$ cat src/pioba_pkg.sv
// constants for the parallel io bus host adapter
package pioba_pkg;
	localparam int unsigned MCLK_HZ = 200_000_000;
	localparam int unsigned MCLK_NS = 5;
	// register offsets
	localparam logic [3:0] OFS_RESET = 4'h0;
	localparam logic [3:0] OFS_BANK = 4'h1;
	localparam logic [3:0] OFS_DATA = 4'h2;
	localparam logic [3:0] OFS_TRIG = 4'h3;
	localparam logic [3:0] OFS_STATE = 4'h4;
	localparam logic [3:0] OFS_OPTION = 4'h5;
	localparam logic [3:0] OFS_REV = 4'h6;
	localparam logic [7:0] TRIG_READ_VALUE = 8'hAB;
	localparam logic [7:0] UNMAPPED_VALUE = 8'h00;
	// field positions
	localparam int unsigned RST_LEVEL_BIT = 0;
	localparam int unsigned RST_BUSY_BIT = 7;
	localparam int unsigned ST_BUSY_BIT = 0;
	localparam int unsigned ST_WRITE_BIT = 5;
	localparam int unsigned ST_READ_BIT = 6;
	localparam int unsigned OPT_STROBE_BIT = 4;
	localparam int unsigned OPT_IDLE_BIT = 5;
	localparam logic RESET_LEVEL_INIT = 1'b0;
	// timing, printed figures and derived cycle counts
	localparam int unsigned HOLD_MS = 150;
	localparam int unsigned HOLD_CYCLES = HOLD_MS * (MCLK_HZ / 1000);
	localparam int unsigned STROBE_SHORT_NS = 2700;
	localparam int unsigned STROBE_LONG_NS = 3300;
	localparam int unsigned IDLE_GAP_NS = 3600;
	localparam int unsigned SETUP_NS = 100;
	localparam logic [11:0] STROBE_SHORT_CYC = 12'((STROBE_SHORT_NS + MCLK_NS - 1) / MCLK_NS);
	localparam logic [11:0] STROBE_LONG_CYC = 12'((STROBE_LONG_NS + MCLK_NS - 1) / MCLK_NS);
	localparam logic [11:0] IDLE_GAP_CYC = 12'((IDLE_GAP_NS + MCLK_NS - 1) / MCLK_NS);
	localparam logic [11:0] SETUP_CYC = 12'((SETUP_NS + MCLK_NS - 1) / MCLK_NS);
	typedef enum logic [2:0] {PB_IDLE, PB_SETUP, PB_STROBE, PB_GAP} pioba_phase_t;
endpackage : pioba_pkg

$ cat src/pioba_hold_timer.sv
// restartable reset-hold timer
`timescale 1ns/1ps
module pioba_hold_timer
	import pioba_pkg::*;
#(
	parameter int unsigned HOLD_COUNT = HOLD_CYCLES
) (
	// clock and reset
	input wire logic mclk,
	input wire logic rst,
	// control and status
	input wire logic restart,
	output logic running
);
	logic [27:0] count;
	wire logic at_end = (count == 28'h000_0001);

	always_ff @(posedge mclk) begin
		if (rst) begin
			count <= 28'h000_0000;
			running <= 1'b0;
		end else if (restart) begin
			count <= 28'(HOLD_COUNT);
			running <= 1'b1;
		end else if (running) begin
			count <= count - 28'h000_0001;
			running <= !at_end;
		end
	end

	a_hold_restart: assert property (@(posedge mclk) disable iff (rst)
		restart |=> running)
		else $error("hold flag not set on restart");
	a_hold_clear: assert property (@(posedge mclk) disable iff (rst)
		$fell(running) |-> $past(count) == 28'h000_0001)
		else $error("hold flag fell early");
endmodule : pioba_hold_timer

$ cat src/pioba_adapter.sv
// register window and bus cycle engine of the parallel io bus host adapter
`timescale 1ns/1ps
// Operation
// - sixteen byte locations in the window, only the lowest seven are defined.
// - offset zero reads reset level in bit 0, hold timer flag in bit 7.
// - each reset control write restarts the 150 ms timer and sets its flag.
// - written bit 0 drives the reset line at once: one low, zero high.
// - bank location keeps six address bits, used by the next bus cycle.
// - data location supplies write byte and holds the byte read back.
// - reading offset three starts a bus read and returns 0xAB.
// - writing offset three starts a bus write, value ignored.
// - status bit 0 reads one while a bus cycle runs.
// - status bits 2..1 catch the identity of the last brain accessed.
// - status bit 5 marks a write, bit 6 a read, bits 4..3 zero.
// - offset five returns the six option inputs, upper bits zero.
// - offset six returns the version byte without side effects.
// - after power-up reset bit and status flags are zero.
// - reset lamp lit while the reset line is high.
// - identity via standard vendor and device fields, comms class.
// - option five picks strobe width 2.7 or 3.3 microseconds.
// - option six zero adds idle time, busy held during it.
module pioba_adapter
	import pioba_pkg::*;
#(
	parameter logic [15:0] VENDOR_CODE = 16'h1234, // arbitrary value
	parameter logic [15:0] DEVICE_CODE = 16'h5678, // arbitrary value
	parameter logic [7:0] REVISION_BYTE = 8'h01, // arbitrary value
	parameter int unsigned HOLD_COUNT = HOLD_CYCLES
) (
	// clock and reset
	input wire logic mclk,
	input wire logic rst,
	// register window from the endpoint core
	input wire logic [3:0] reg_addr,
	input wire logic reg_rd,
	input wire logic reg_wr,
	input wire logic [7:0] reg_wdata,
	output logic [7:0] reg_rdata,
	// identity presented to the endpoint configuration space
	output logic [15:0] vendor_id,
	output logic [15:0] device_id,
	output logic [23:0] class_code,
	// option switches, asynchronous, sampled on mclk through two flops
	input wire logic [5:0] option_pins,
	// parallel bus
	output logic [5:0] bus_addr,
	input wire logic [7:0] bus_data_in,
	output logic [7:0] bus_data_out,
	output logic bus_data_oe_n,
	output logic bus_read_strobe,
	output logic bus_write_strobe,
	input wire logic brain_ident_high,
	input wire logic brain_ident_low,
	output logic bus_reset_line,
	// indicators
	output logic reset_indicator_lamp
);
	localparam logic [23:0] COMMS_CLASS = 24'h07_0000;

	pioba_phase_t phase;
	pioba_phase_t next_phase;
	logic [11:0] timer;
	logic [11:0] next_timer;
	logic reset_level;
	logic [5:0] bank_select;
	logic [7:0] transfer_byte;
	logic cyc_write;
	logic cyc_read;
	logic [1:0] ident;
	logic [5:0] opt_meta;
	logic [5:0] option_inputs;
	logic [1:0] id_meta;
	logic [1:0] id_sync;
	logic [7:0] data_meta;
	logic [7:0] data_sync;
	logic hold_running;

	// decode of the window
	wire logic sel_reset = (reg_addr == OFS_RESET);
	wire logic sel_bank = (reg_addr == OFS_BANK);
	wire logic sel_data = (reg_addr == OFS_DATA);
	wire logic sel_trig = (reg_addr == OFS_TRIG);
	wire logic wr_reset = reg_wr && sel_reset;
	wire logic start_read = reg_rd && sel_trig && (phase == PB_IDLE);
	wire logic start_write = reg_wr && sel_trig && (phase == PB_IDLE);
	wire logic busy = (phase != PB_IDLE);
	wire logic [11:0] strobe_len = option_inputs[OPT_STROBE_BIT] ?
		STROBE_LONG_CYC : STROBE_SHORT_CYC;
	wire logic timer_done = (timer == 12'h000);
	wire logic [7:0] reset_view = {hold_running, 6'h00, reset_level};
	wire logic [7:0] state_view = {1'b0, cyc_read, cyc_write, 2'b00, ident, busy};
	wire logic [7:0] option_view = {2'b00, option_inputs};
	// pin and lamp take the new level on the same edge that stores it
	wire logic next_reset_level = wr_reset ? reg_wdata[RST_LEVEL_BIT] : reset_level;

	logic [7:0] read_mux;
	always_comb begin
		case (reg_addr)
			OFS_RESET: read_mux = reset_view;
			OFS_BANK: read_mux = {2'b00, bank_select};
			OFS_DATA: read_mux = transfer_byte;
			OFS_TRIG: read_mux = TRIG_READ_VALUE;
			OFS_STATE: read_mux = state_view;
			OFS_OPTION: read_mux = option_view;
			OFS_REV: read_mux = REVISION_BYTE;
			default: read_mux = UNMAPPED_VALUE;
		endcase
	end

	// bus cycle sequencer
	always_comb begin
		next_phase = phase;
		next_timer = timer;
		case (phase)
			PB_IDLE: begin
				if (start_read || start_write) begin
					next_phase = PB_SETUP;
					next_timer = SETUP_CYC - 12'h001;
				end
			end
			PB_SETUP: begin
				if (timer_done) begin
					next_phase = PB_STROBE;
					next_timer = strobe_len - 12'h001;
				end else begin
					next_timer = timer - 12'h001;
				end
			end
			PB_STROBE: begin
				if (timer_done) begin
					// low latency mode skips the extra idle time
					if (!option_inputs[OPT_IDLE_BIT]) begin
						next_phase = PB_GAP;
						next_timer = IDLE_GAP_CYC - 12'h001;
					end else begin
						next_phase = PB_IDLE;
					end
				end else begin
					next_timer = timer - 12'h001;
				end
			end
			PB_GAP: begin
				if (timer_done) begin
					next_phase = PB_IDLE;
				end else begin
					next_timer = timer - 12'h001;
				end
			end
			default: begin
				next_phase = PB_IDLE;
				next_timer = 12'h000;
			end
		endcase
	end
	wire logic strobe_end = (phase == PB_STROBE) && timer_done;

	always_ff @(posedge mclk) begin
		if (rst) begin
			phase <= PB_IDLE;
			timer <= 12'h000;
		end else begin
			phase <= next_phase;
			timer <= next_timer;
		end
	end

	// synchronisers for asynchronous inputs
	always_ff @(posedge mclk) begin
		opt_meta <= option_pins;
		option_inputs <= opt_meta;
		id_meta <= {brain_ident_high, brain_ident_low};
		id_sync <= id_meta;
		data_meta <= bus_data_in;
		data_sync <= data_meta;
	end

	// software state
	always_ff @(posedge mclk) begin
		if (rst) begin
			reset_level <= RESET_LEVEL_INIT;
			bank_select <= 6'h00;
		end else begin
			if (wr_reset) begin
				reset_level <= reg_wdata[RST_LEVEL_BIT];
			end
			// writes during a cycle are dropped so the bus address stays stable
			if (reg_wr && sel_bank && !busy) begin
				bank_select <= reg_wdata[5:0];
			end
		end
	end

	always_ff @(posedge mclk) begin
		if (rst) begin
			transfer_byte <= 8'h00;
			ident <= 2'b00;
		end else if (strobe_end) begin
			ident <= id_sync;
			if (cyc_read) begin
				transfer_byte <= data_sync;
			end
		end else if (reg_wr && sel_data && !busy) begin
			transfer_byte <= reg_wdata;
		end
	end

	always_ff @(posedge mclk) begin
		if (rst) begin
			cyc_read <= 1'b0;
			cyc_write <= 1'b0;
		end else if (start_read || start_write) begin
			cyc_read <= start_read;
			cyc_write <= start_write;
		end
	end

	// registered outputs
	always_ff @(posedge mclk) begin
		if (rst) begin
			reg_rdata <= 8'h00;
			bus_addr <= 6'h00;
			bus_data_out <= 8'h00;
			bus_data_oe_n <= 1'b1;
			bus_read_strobe <= 1'b0;
			bus_write_strobe <= 1'b0;
		end else begin
			reg_rdata <= reg_rd ? read_mux : 8'h00;
			bus_addr <= bank_select;
			bus_data_out <= transfer_byte;
			bus_data_oe_n <= !(busy && cyc_write && !start_read);
			bus_read_strobe <= (next_phase == PB_STROBE) && cyc_read;
			bus_write_strobe <= (next_phase == PB_STROBE) && cyc_write;
		end
	end

	always_ff @(posedge mclk) begin
		if (rst) begin
			bus_reset_line <= 1'b1;
			reset_indicator_lamp <= 1'b1;
			vendor_id <= 16'h0000;
			device_id <= 16'h0000;
			class_code <= 24'h00_0000;
		end else begin
			bus_reset_line <= !next_reset_level;
			reset_indicator_lamp <= !next_reset_level;
			vendor_id <= VENDOR_CODE;
			device_id <= DEVICE_CODE;
			class_code <= COMMS_CLASS;
		end
	end

	pioba_hold_timer #(
		.HOLD_COUNT(HOLD_COUNT)
	) u_pioba_hold_timer (
		.mclk(mclk),
		.rst(rst),
		.restart(wr_reset),
		.running(hold_running)
	);

	a_reset_line: assert property (@(posedge mclk) disable iff (rst)
		wr_reset |=> bus_reset_line == !$past(reg_wdata[0]))
		else $error("reset line wrong");
	a_lamp_follows: assert property (@(posedge mclk) disable iff (rst)
		reset_indicator_lamp == bus_reset_line)
		else $error("lamp off line");
	a_busy_start: assert property (@(posedge mclk) disable iff (rst)
		(start_read || start_write) |=> busy)
		else $error("no busy after start");
	a_read_const: assert property (@(posedge mclk) disable iff (rst)
		(reg_rd && sel_trig) |=> reg_rdata == 8'hAB)
		else $error("trigger read wrong");
	a_dir_flags: assert property (@(posedge mclk) disable iff (rst)
		start_write |=> cyc_write && !cyc_read)
		else $error("write flag wrong");
	a_strobe_dir: assert property (@(posedge mclk) disable iff (rst)
		!(bus_read_strobe && bus_write_strobe))
		else $error("both strobes");
	a_unmapped_zero: assert property (@(posedge mclk) disable iff (rst)
		(reg_rd && reg_addr > OFS_REV) |=> reg_rdata == 8'h00)
		else $error("unmapped read");
	a_gap_busy: assert property (@(posedge mclk) disable iff (rst)
		(strobe_end && !option_inputs[OPT_IDLE_BIT]) |=> busy [*8])
		else $error("idle gap too short");
	a_strobe_width: assert property (@(posedge mclk) disable iff (rst)
		$rose(bus_read_strobe) && !option_inputs[OPT_STROBE_BIT] |-> bus_read_strobe [*8])
		else $error("strobe too short");
	a_write_width: assert property (@(posedge mclk) disable iff (rst)
		$rose(bus_write_strobe) && option_inputs[OPT_STROBE_BIT] |-> bus_write_strobe [*8])
		else $error("write strobe too short");
	a_write_drive: assert property (@(posedge mclk) disable iff (rst)
		bus_write_strobe |-> !bus_data_oe_n)
		else $error("write strobe without data drive");
	a_read_latch: assert property (@(posedge mclk) disable iff (rst)
		(strobe_end && cyc_read) |=> transfer_byte == $past(data_sync))
		else $error("read byte lost");
	a_ident_latch: assert property (@(posedge mclk) disable iff (rst)
		strobe_end |=> ident == $past(id_sync))
		else $error("brain identity lost");
	a_bank_busy: assert property (@(posedge mclk) disable iff (rst)
		(busy && reg_wr && sel_bank) |=> $stable(bank_select))
		else $error("bank moved during cycle");
	c_read_cycle: cover property (@(posedge mclk) disable iff (rst) strobe_end && cyc_read);
	c_write_cycle: cover property (@(posedge mclk) disable iff (rst) start_write ##[1:1000] !busy);
	c_reset_write: cover property (@(posedge mclk) disable iff (rst) wr_reset ##1 hold_running);
	c_gap_mode: cover property (@(posedge mclk) disable iff (rst)
		strobe_end && !option_inputs[OPT_IDLE_BIT]);
endmodule : pioba_adapter

$ cat config.mk
export PLATFORM = sky130hd
export DESIGN_NAME = pioba_adapter
export DESIGN_NICKNAME = d
export VERILOG_FILES = /design/src/pioba_pkg.sv /design/src/pioba_hold_timer.sv /design/src/pioba_adapter.sv
export SDC_FILE = /design/constraint.sdc
export NUM_CORES = 1
export LEC_CHECK = 0
export BUFFER_PORTS_ARGS = -buffer_cell sky130_fd_sc_hd__buf_4
export CAP_MARGIN = 20
export CORE_AREA = 2 2 102 104
export DETAILED_ROUTE_END_ITERATION = 8
export DIE_AREA = 0 0 104 106
export PLACE_DENSITY_LB_ADDON = 0.12
export SETUP_SLACK_MARGIN = 0.3
export SYNTH_ARGS = -nofsm -noshare
export SYNTH_HDL_FRONTEND = slang
export SYNTH_HIERARCHICAL = 1
export SYNTH_SLANG_ARGS = --single-unit
$ cat constraint.sdc
create_clock -name mclk -period 3.8 [get_ports mclk]
set_clock_uncertainty 0.2 [all_clocks]
set_input_delay 0.38 -clock mclk [delete_from_list [all_inputs] [get_ports mclk]]
set_output_delay 0.38 -clock mclk [all_outputs]
set_load 0.005 [all_outputs]
# After elaboration in Yosys (flattened, before gate mapping)
# Index checks and enable logic that the tools add are counted.
[word_totals]
reg_bits = 177
inputBits = 32
word_cells = 101
[classes]
n_addsub = 3
eq_ne = 15
mux = 25
bitwise = 1
n_reduce_logical = 30
[op_table]
columns = ["operator", "count"]
rows = [
  ["two-way mux 12 bit", 5],
  ["one-hot mux 8 bit (7 select lines)", 1],
  ["two-way mux 25 bit", 2],
  ["one-hot mux 12 bit (4 select lines)", 1],
  ["two-way mux 8 bit", 4],
  ["== test 28 x 1 -> 1 bit, second input constant", 1],
  ["subtractor 28 x 1 -> 28 bit, second input constant", 1],
  ["two-way mux 19 bit", 1],
  ["two-way mux 15 bit", 1],
  ["logical AND 1 bit", 14],
  ["two-way mux 13 bit", 1],
  ["== test 4 x 3 -> 1 bit, second input constant", 3],
  ["zero test 12 bit", 1],
  ["two-way mux 3 bit", 4],
  ["one-hot mux 3 bit (4 select lines)", 1],
  ["subtractor 12 x 1 -> 12 bit, second input constant", 1],
  ["subtractor 10 x 1 -> 11 bit, second input constant", 1],
  ["== test 3 x 2 -> 1 bit, second input constant", 3],
  ["== test 4 x 2 -> 1 bit, second input constant", 2],
  ["zero test 1 bit", 5],
  ["== test 4 x 1 -> 1 bit, second input constant", 1],
  ["zero test 4 bit", 1],
  ["!= test 2 bit, second input constant", 2],
  ["nonzero test 2 bit", 2],
  ["12 further kinds", 15],
]

# Depth between registers and ports, before layout
[depth]
depth_word = 8
mapped_depth = 9
ltp_nobuf = 7

# By module
# Netlist, hierarchy kept.
[modules_own_cells]
columns = ["module", "n_inst", "cells_each", "area_each_um2", "seq_area_each_um2"]
rows = [
  ["pioba_adapter", 1, 395, 3822.4, 1861.8],
  ["pioba_hold_timer", 1, 170, 1457.6, 580.6],
]

# Least setup slack after synthesis
# No wires, ideal clock.
[synth_timing]
path_kind = "flip-flop to flip-flop"
startpoint = "register timer[0]"
endpoint = "register transfer_byte[0]"
setup_time_ns = 0.136
arrival_time_ns = 2.309
required_time_ns = 3.464
path_slack_ns = 1.154
path_stages_with_launch = 10
n_path_buf = 2
synth_period_minus_slack_ns = 2.646
cell_sequence = "dfxtp_1 -> inv_1 -> ha_1 -> or4b_4 -> or4_4 -> buf_6 -> nor3_4 -> buf_6 -> mux2i_1 -> a21oi_2"
[synth_between]
elab_chain_cells = 4
elab_cells_between_ends = 6
classes_between = "eq/ne (1); mux (1); reduce/logical (4)"
[synth_lines]
columns = ["item", "line", "text"]
rows = [
  ["start, declared", "pioba_adapter.sv:62", "logic [11:0] timer;"],
  ["start signal, assigned", "pioba_adapter.sv:163", "timer <= next_timer;"],
  ["zero test 12 bit *", "pioba_adapter.sv:89", "wire logic timer_done = (timer == 12'h000);"],
  ["logical AND 1 bit *", "pioba_adapter.sv:155", "wire logic strobe_end = (phase == PB_STROBE) && timer_done;"],
  ["!= test 2 bit (no source line) or nonzero test 2 bit (tied branches)", "n/a", ""],
  ["AND reduction 2 bit (no source line)", "n/a", ""],
  ["end signal, assigned", "pioba_adapter.sv:200", "transfer_byte <= data_sync;"],
  ["end signal, assigned", "pioba_adapter.sv:203", "transfer_byte <= reg_wdata;"],
  ["end, declared", "pioba_adapter.sv:66", "logic [7:0] transfer_byte;"],
]
# Mark *: on every way between the ends. The rest lies on a longest branch, timed or not.
# A chain may end at the register's enable or synchronous reset.

# Worst setup path in the final report
[layout_timing]
startpoint = "register timer[0]"
endpoint = "register transfer_byte[4]"
# Same word-level chain as after synthesis.

==> reports/metrics.yaml <==
clocking:
  postCtsHoldBufs: 29
  cts_tree: "built"
  postCtsSetupBuffers: 0
  htreeDepth: 4
  ctsRootBufferMaster: "clkbuf_8"
  clock_sinks: 122
  clockBufferDepth: 2
  clk_latency_ns: 0.51
  cts.repair.resized: 0
  clk_pin_slew_ns: 0.06
  cts_buffers: 17
synth:
  yosys.cell_types.count: 62
  synth.avg_cell_area_sq_um: 9.345
  postSynthCellCount: 565
  syn_area_sq_um: 5280
  ys_warn_count: 6
  synth_edf_count: 0
  synth-async-reset-ratio_pct: 0
  synth_flop_cell: "dfxtp_1"
  seq_area_frac_synth_pct: 46.26
  ys_seq_elements: 122
critical_path:
  worstPathMaxFanout: 11
  r2r_cells: 7
  crit_type: "flip-flop to flip-flop"
  cp_cell_sequence: "inv_1 > ha_1 > or4b_4 > or4_4 > nor3_4 > mux2i_1 > a21oi_2"
  r2r_slack_ns: 0.71
  crit_buf_inv: 1
  rr_endpoint: "transfer_byte[4]"
  cpPeakStageDelay_ns: 0.65
  crit_slowest_cell: "nor3_4"
  start_kind: "flip-flop"
  crit_family: "simple AND/OR/NAND/NOR gates"
  critPathArrivalTime_ns: 3.28
  critPathCaptureType: "flip-flop"
  rr_startpoint: "timer[0]"
  crit_required_ns: 3.99
power:
  power_density_nw_per_um2: 483.3
  vdd_drop_max_mv: 0.5404
  leakagePower_nw: 2.684
timing:
  whs_ns: 0.1265
  rsz0062_at_grt: "no"
  finalHoldViolCount: 0
  min_period_ns: 3.086
  report.final.setup_viol: 0
  slew_headroom_pct: 50.69
  fin_setup_tns_ns: 0
  post-route-period-util_pct: 81.20
  tightest_slew_ns: 0.7372
  max_freq_mhz: 324.1
  drv_slew: 0
grt:
  grt_usage_pct: 22.24
  grt_pass1_vias: 4050
  grt_max_degree: 53
  grt-ovfl-total: 0
  grt_antenna_before_repair: 0
  grt_pass1_wl_microns: 19600
worst_hold_path:
  min_from: "opt_meta[4]"
  hold_depth: 0
  hp-class: "flip-flop to flip-flop"
  whs_endpoint: "option_inputs[4]"
finish:
  drive_gt1_share_pct: 21.23
  fin_area_sq_um: 6506
  syn2layout_area_growth_pct: 23.22
  n_antenna_cell: 0
  final_nets: 686
  final_cell_mix: "dfxtp_1, buf_4, nor2_1"
  layout_commonest_cell: "dfxtp_1"
  fin_util_pct: 65.07
  final_cells: 800
routing:
  vias: 4318
  wirelength_microns: 11880
  first_pass_iters: 5
  routed_via_density: 5.398
  ant_nets: 0
  avgRoutedWirePerCell_microns: 14.84
  drt-initial-drc-count: 226
  drc_errors: 0
die:
  row_count: 37
  pin_count: 115
  start_util_pct: 52.80
  core-area_sq_um: 10000
  die_w_microns: 104
  die_h_microns: 106
  dieArea_sq_um: 11020
placement:
  place_inst: 739
  gp_congestion: 0.9136
  dp_hpwl_microns: 8047
  dpl_cell_area_sq_um: 5647
  io_buffers: 74
run:
  maxCapViolCount: 0
outcome:
  outcome: "finished, final reports clean"
## report_power, final
| part | switching (mW) | internal, mW | total (mW) |
|---|---|---|---|
| sequential | 0.0285 | 1.32 | 1.35 |
| clock | 0.631 | 0.893 | 1.52 |
| combinational | 0.156 | 0.119 | 0.275 |
| total | 0.816 | 2.33 | 3.14 |
## per-stage QoR
step	worst slack, ns	total power, mW
3_3_place_gp	0.8413	1.614
5_1_grt	0.5873	3.267
6_report	0.7145	3.144
3_5_place_dp	0.7560	1.621
4_1_cts	0.7247	3.163
2_1_floorplan	1.154	1.576
## flip-flops by register name, indices dropped and copies added (netlist names), 2 cells and up
register                  flops
bank_select                   6
bus_addr                      6
bus_data_out                  8
data_meta                     8
data_sync                     8
id_meta                       2
id_sync                       2
ident                         2
opt_meta                      6
option_inputs                 6
phase                         3
reg_rdata                     8
timer                        12
transfer_byte                 8
u_pioba_hold_timer/count     28
## kinds of logic (layout without fill, tap and decap cells)
group | Yosys count | in the layout | share of synthesized area, %
and+or+nand+nor | 202 | 202 | 21.35
DFF | 122 | 122 | 46.26
AOI/OAI and AO/OA | 110 | 110 | 14.31
buffers and inverters | 95 | 154 | 11.45
muxes | 23 | 23 | 4.360
xor gates and xnor gates | 9 | 9 | 1.493
adders and majority gates | 3 | 3 | 0.7110
other | 1 | 41 | 0.07102
## worst max-delay path by stage
| stage | from | end | slack (ns) | cells after the start |
|---|---|---|---|---|
| after floorplan | timer[0] | transfer_byte[0] | 1.15 | 9 |
| after global routing | timer[0] | transfer_byte[5] | 0.59 | 7 |
| after CTS | timer[0] | transfer_byte[4] | 0.72 | 7 |
| final | timer[0] | transfer_byte[4] | 0.71 | 7 |
| after detailed placement | timer[0] | transfer_byte[3] | 0.76 | 7 |
| after global placement | timer[0] | transfer_byte[7] | 0.84 | 7 |
## synth_stat cells (3+ instances only)
library cell	number	area (sq um)
o21ai_0	23	115.1
or4_1	10	75.07
or4_4	3	33.78
nand4_1	3	18.77
a21oi_2	8	70.07
nor2_1	42	157.7
or2_2	8	50.05
mux2i_1	23	230.2
or3_1	17	106.4
dfxtp_1	122	2442
buf_2	6	30.03
a21oi_1	29	145.1
o41ai_1	3	26.28
a2111oi_0	3	26.28
inv_1	13	48.80
nand3_1	13	65.06
buf_4	56	420.4
xor2_1	3	26.28
o31a_1	3	26.28
buf_6	4	45.04
ha_1	3	37.54
nor3_1	17	85.08
nand2_1	32	120.1
clkbuf_1	15	56.30
nor2b_1	18	112.6
nor4_1	13	81.33
o31ai_1	10	75.07
xnor2_1	6	52.55
nor4b_1	3	26.28
a31oi_1	7	43.79
nand2b_1	7	43.79
## metal layers
layer / part of all wire [%] / GRT usage (%) / up-vias
li1: - / - / 2099
met1: 43 / 26.01 / 2057
met2: 51 / 39.05 / 143
met3: 5.1 / 5.886 / 19
met4: 1.7 / 8.591 / 0
met5: 0 / 0 / -
## worst reg2reg max path, delay by kind of cell (launching register included)
family / cells / cell delay, ns
flip-flops: 1 / 0.33
buffers and inverters: 1 / 0.09
AND/OR/NAND/NOR: 3 / 1.73
AO/OA/AOI/OAI: 1 / 0.08
adder cells (fa/ha/maj): 1 / 0.22
multiplexers: 1 / 0.32
## layout make-up
| type | instances | area [sq um] |
|---|---|---|
| clock buffers | 17 | 414.1 |
| flip-flops and latches | 122 | 2442 |
| multi-input cells | 388 | 2389 |
| fillers | 828 | 3493 |
| repair buffers | 108 | 883.3 |
| well taps | 136 | 170.2 |
| clock inverters | 15 | 155.1 |
| inverters | 14 | 52.55 |
Note: power is estimated with default switching activity, not from simulation.
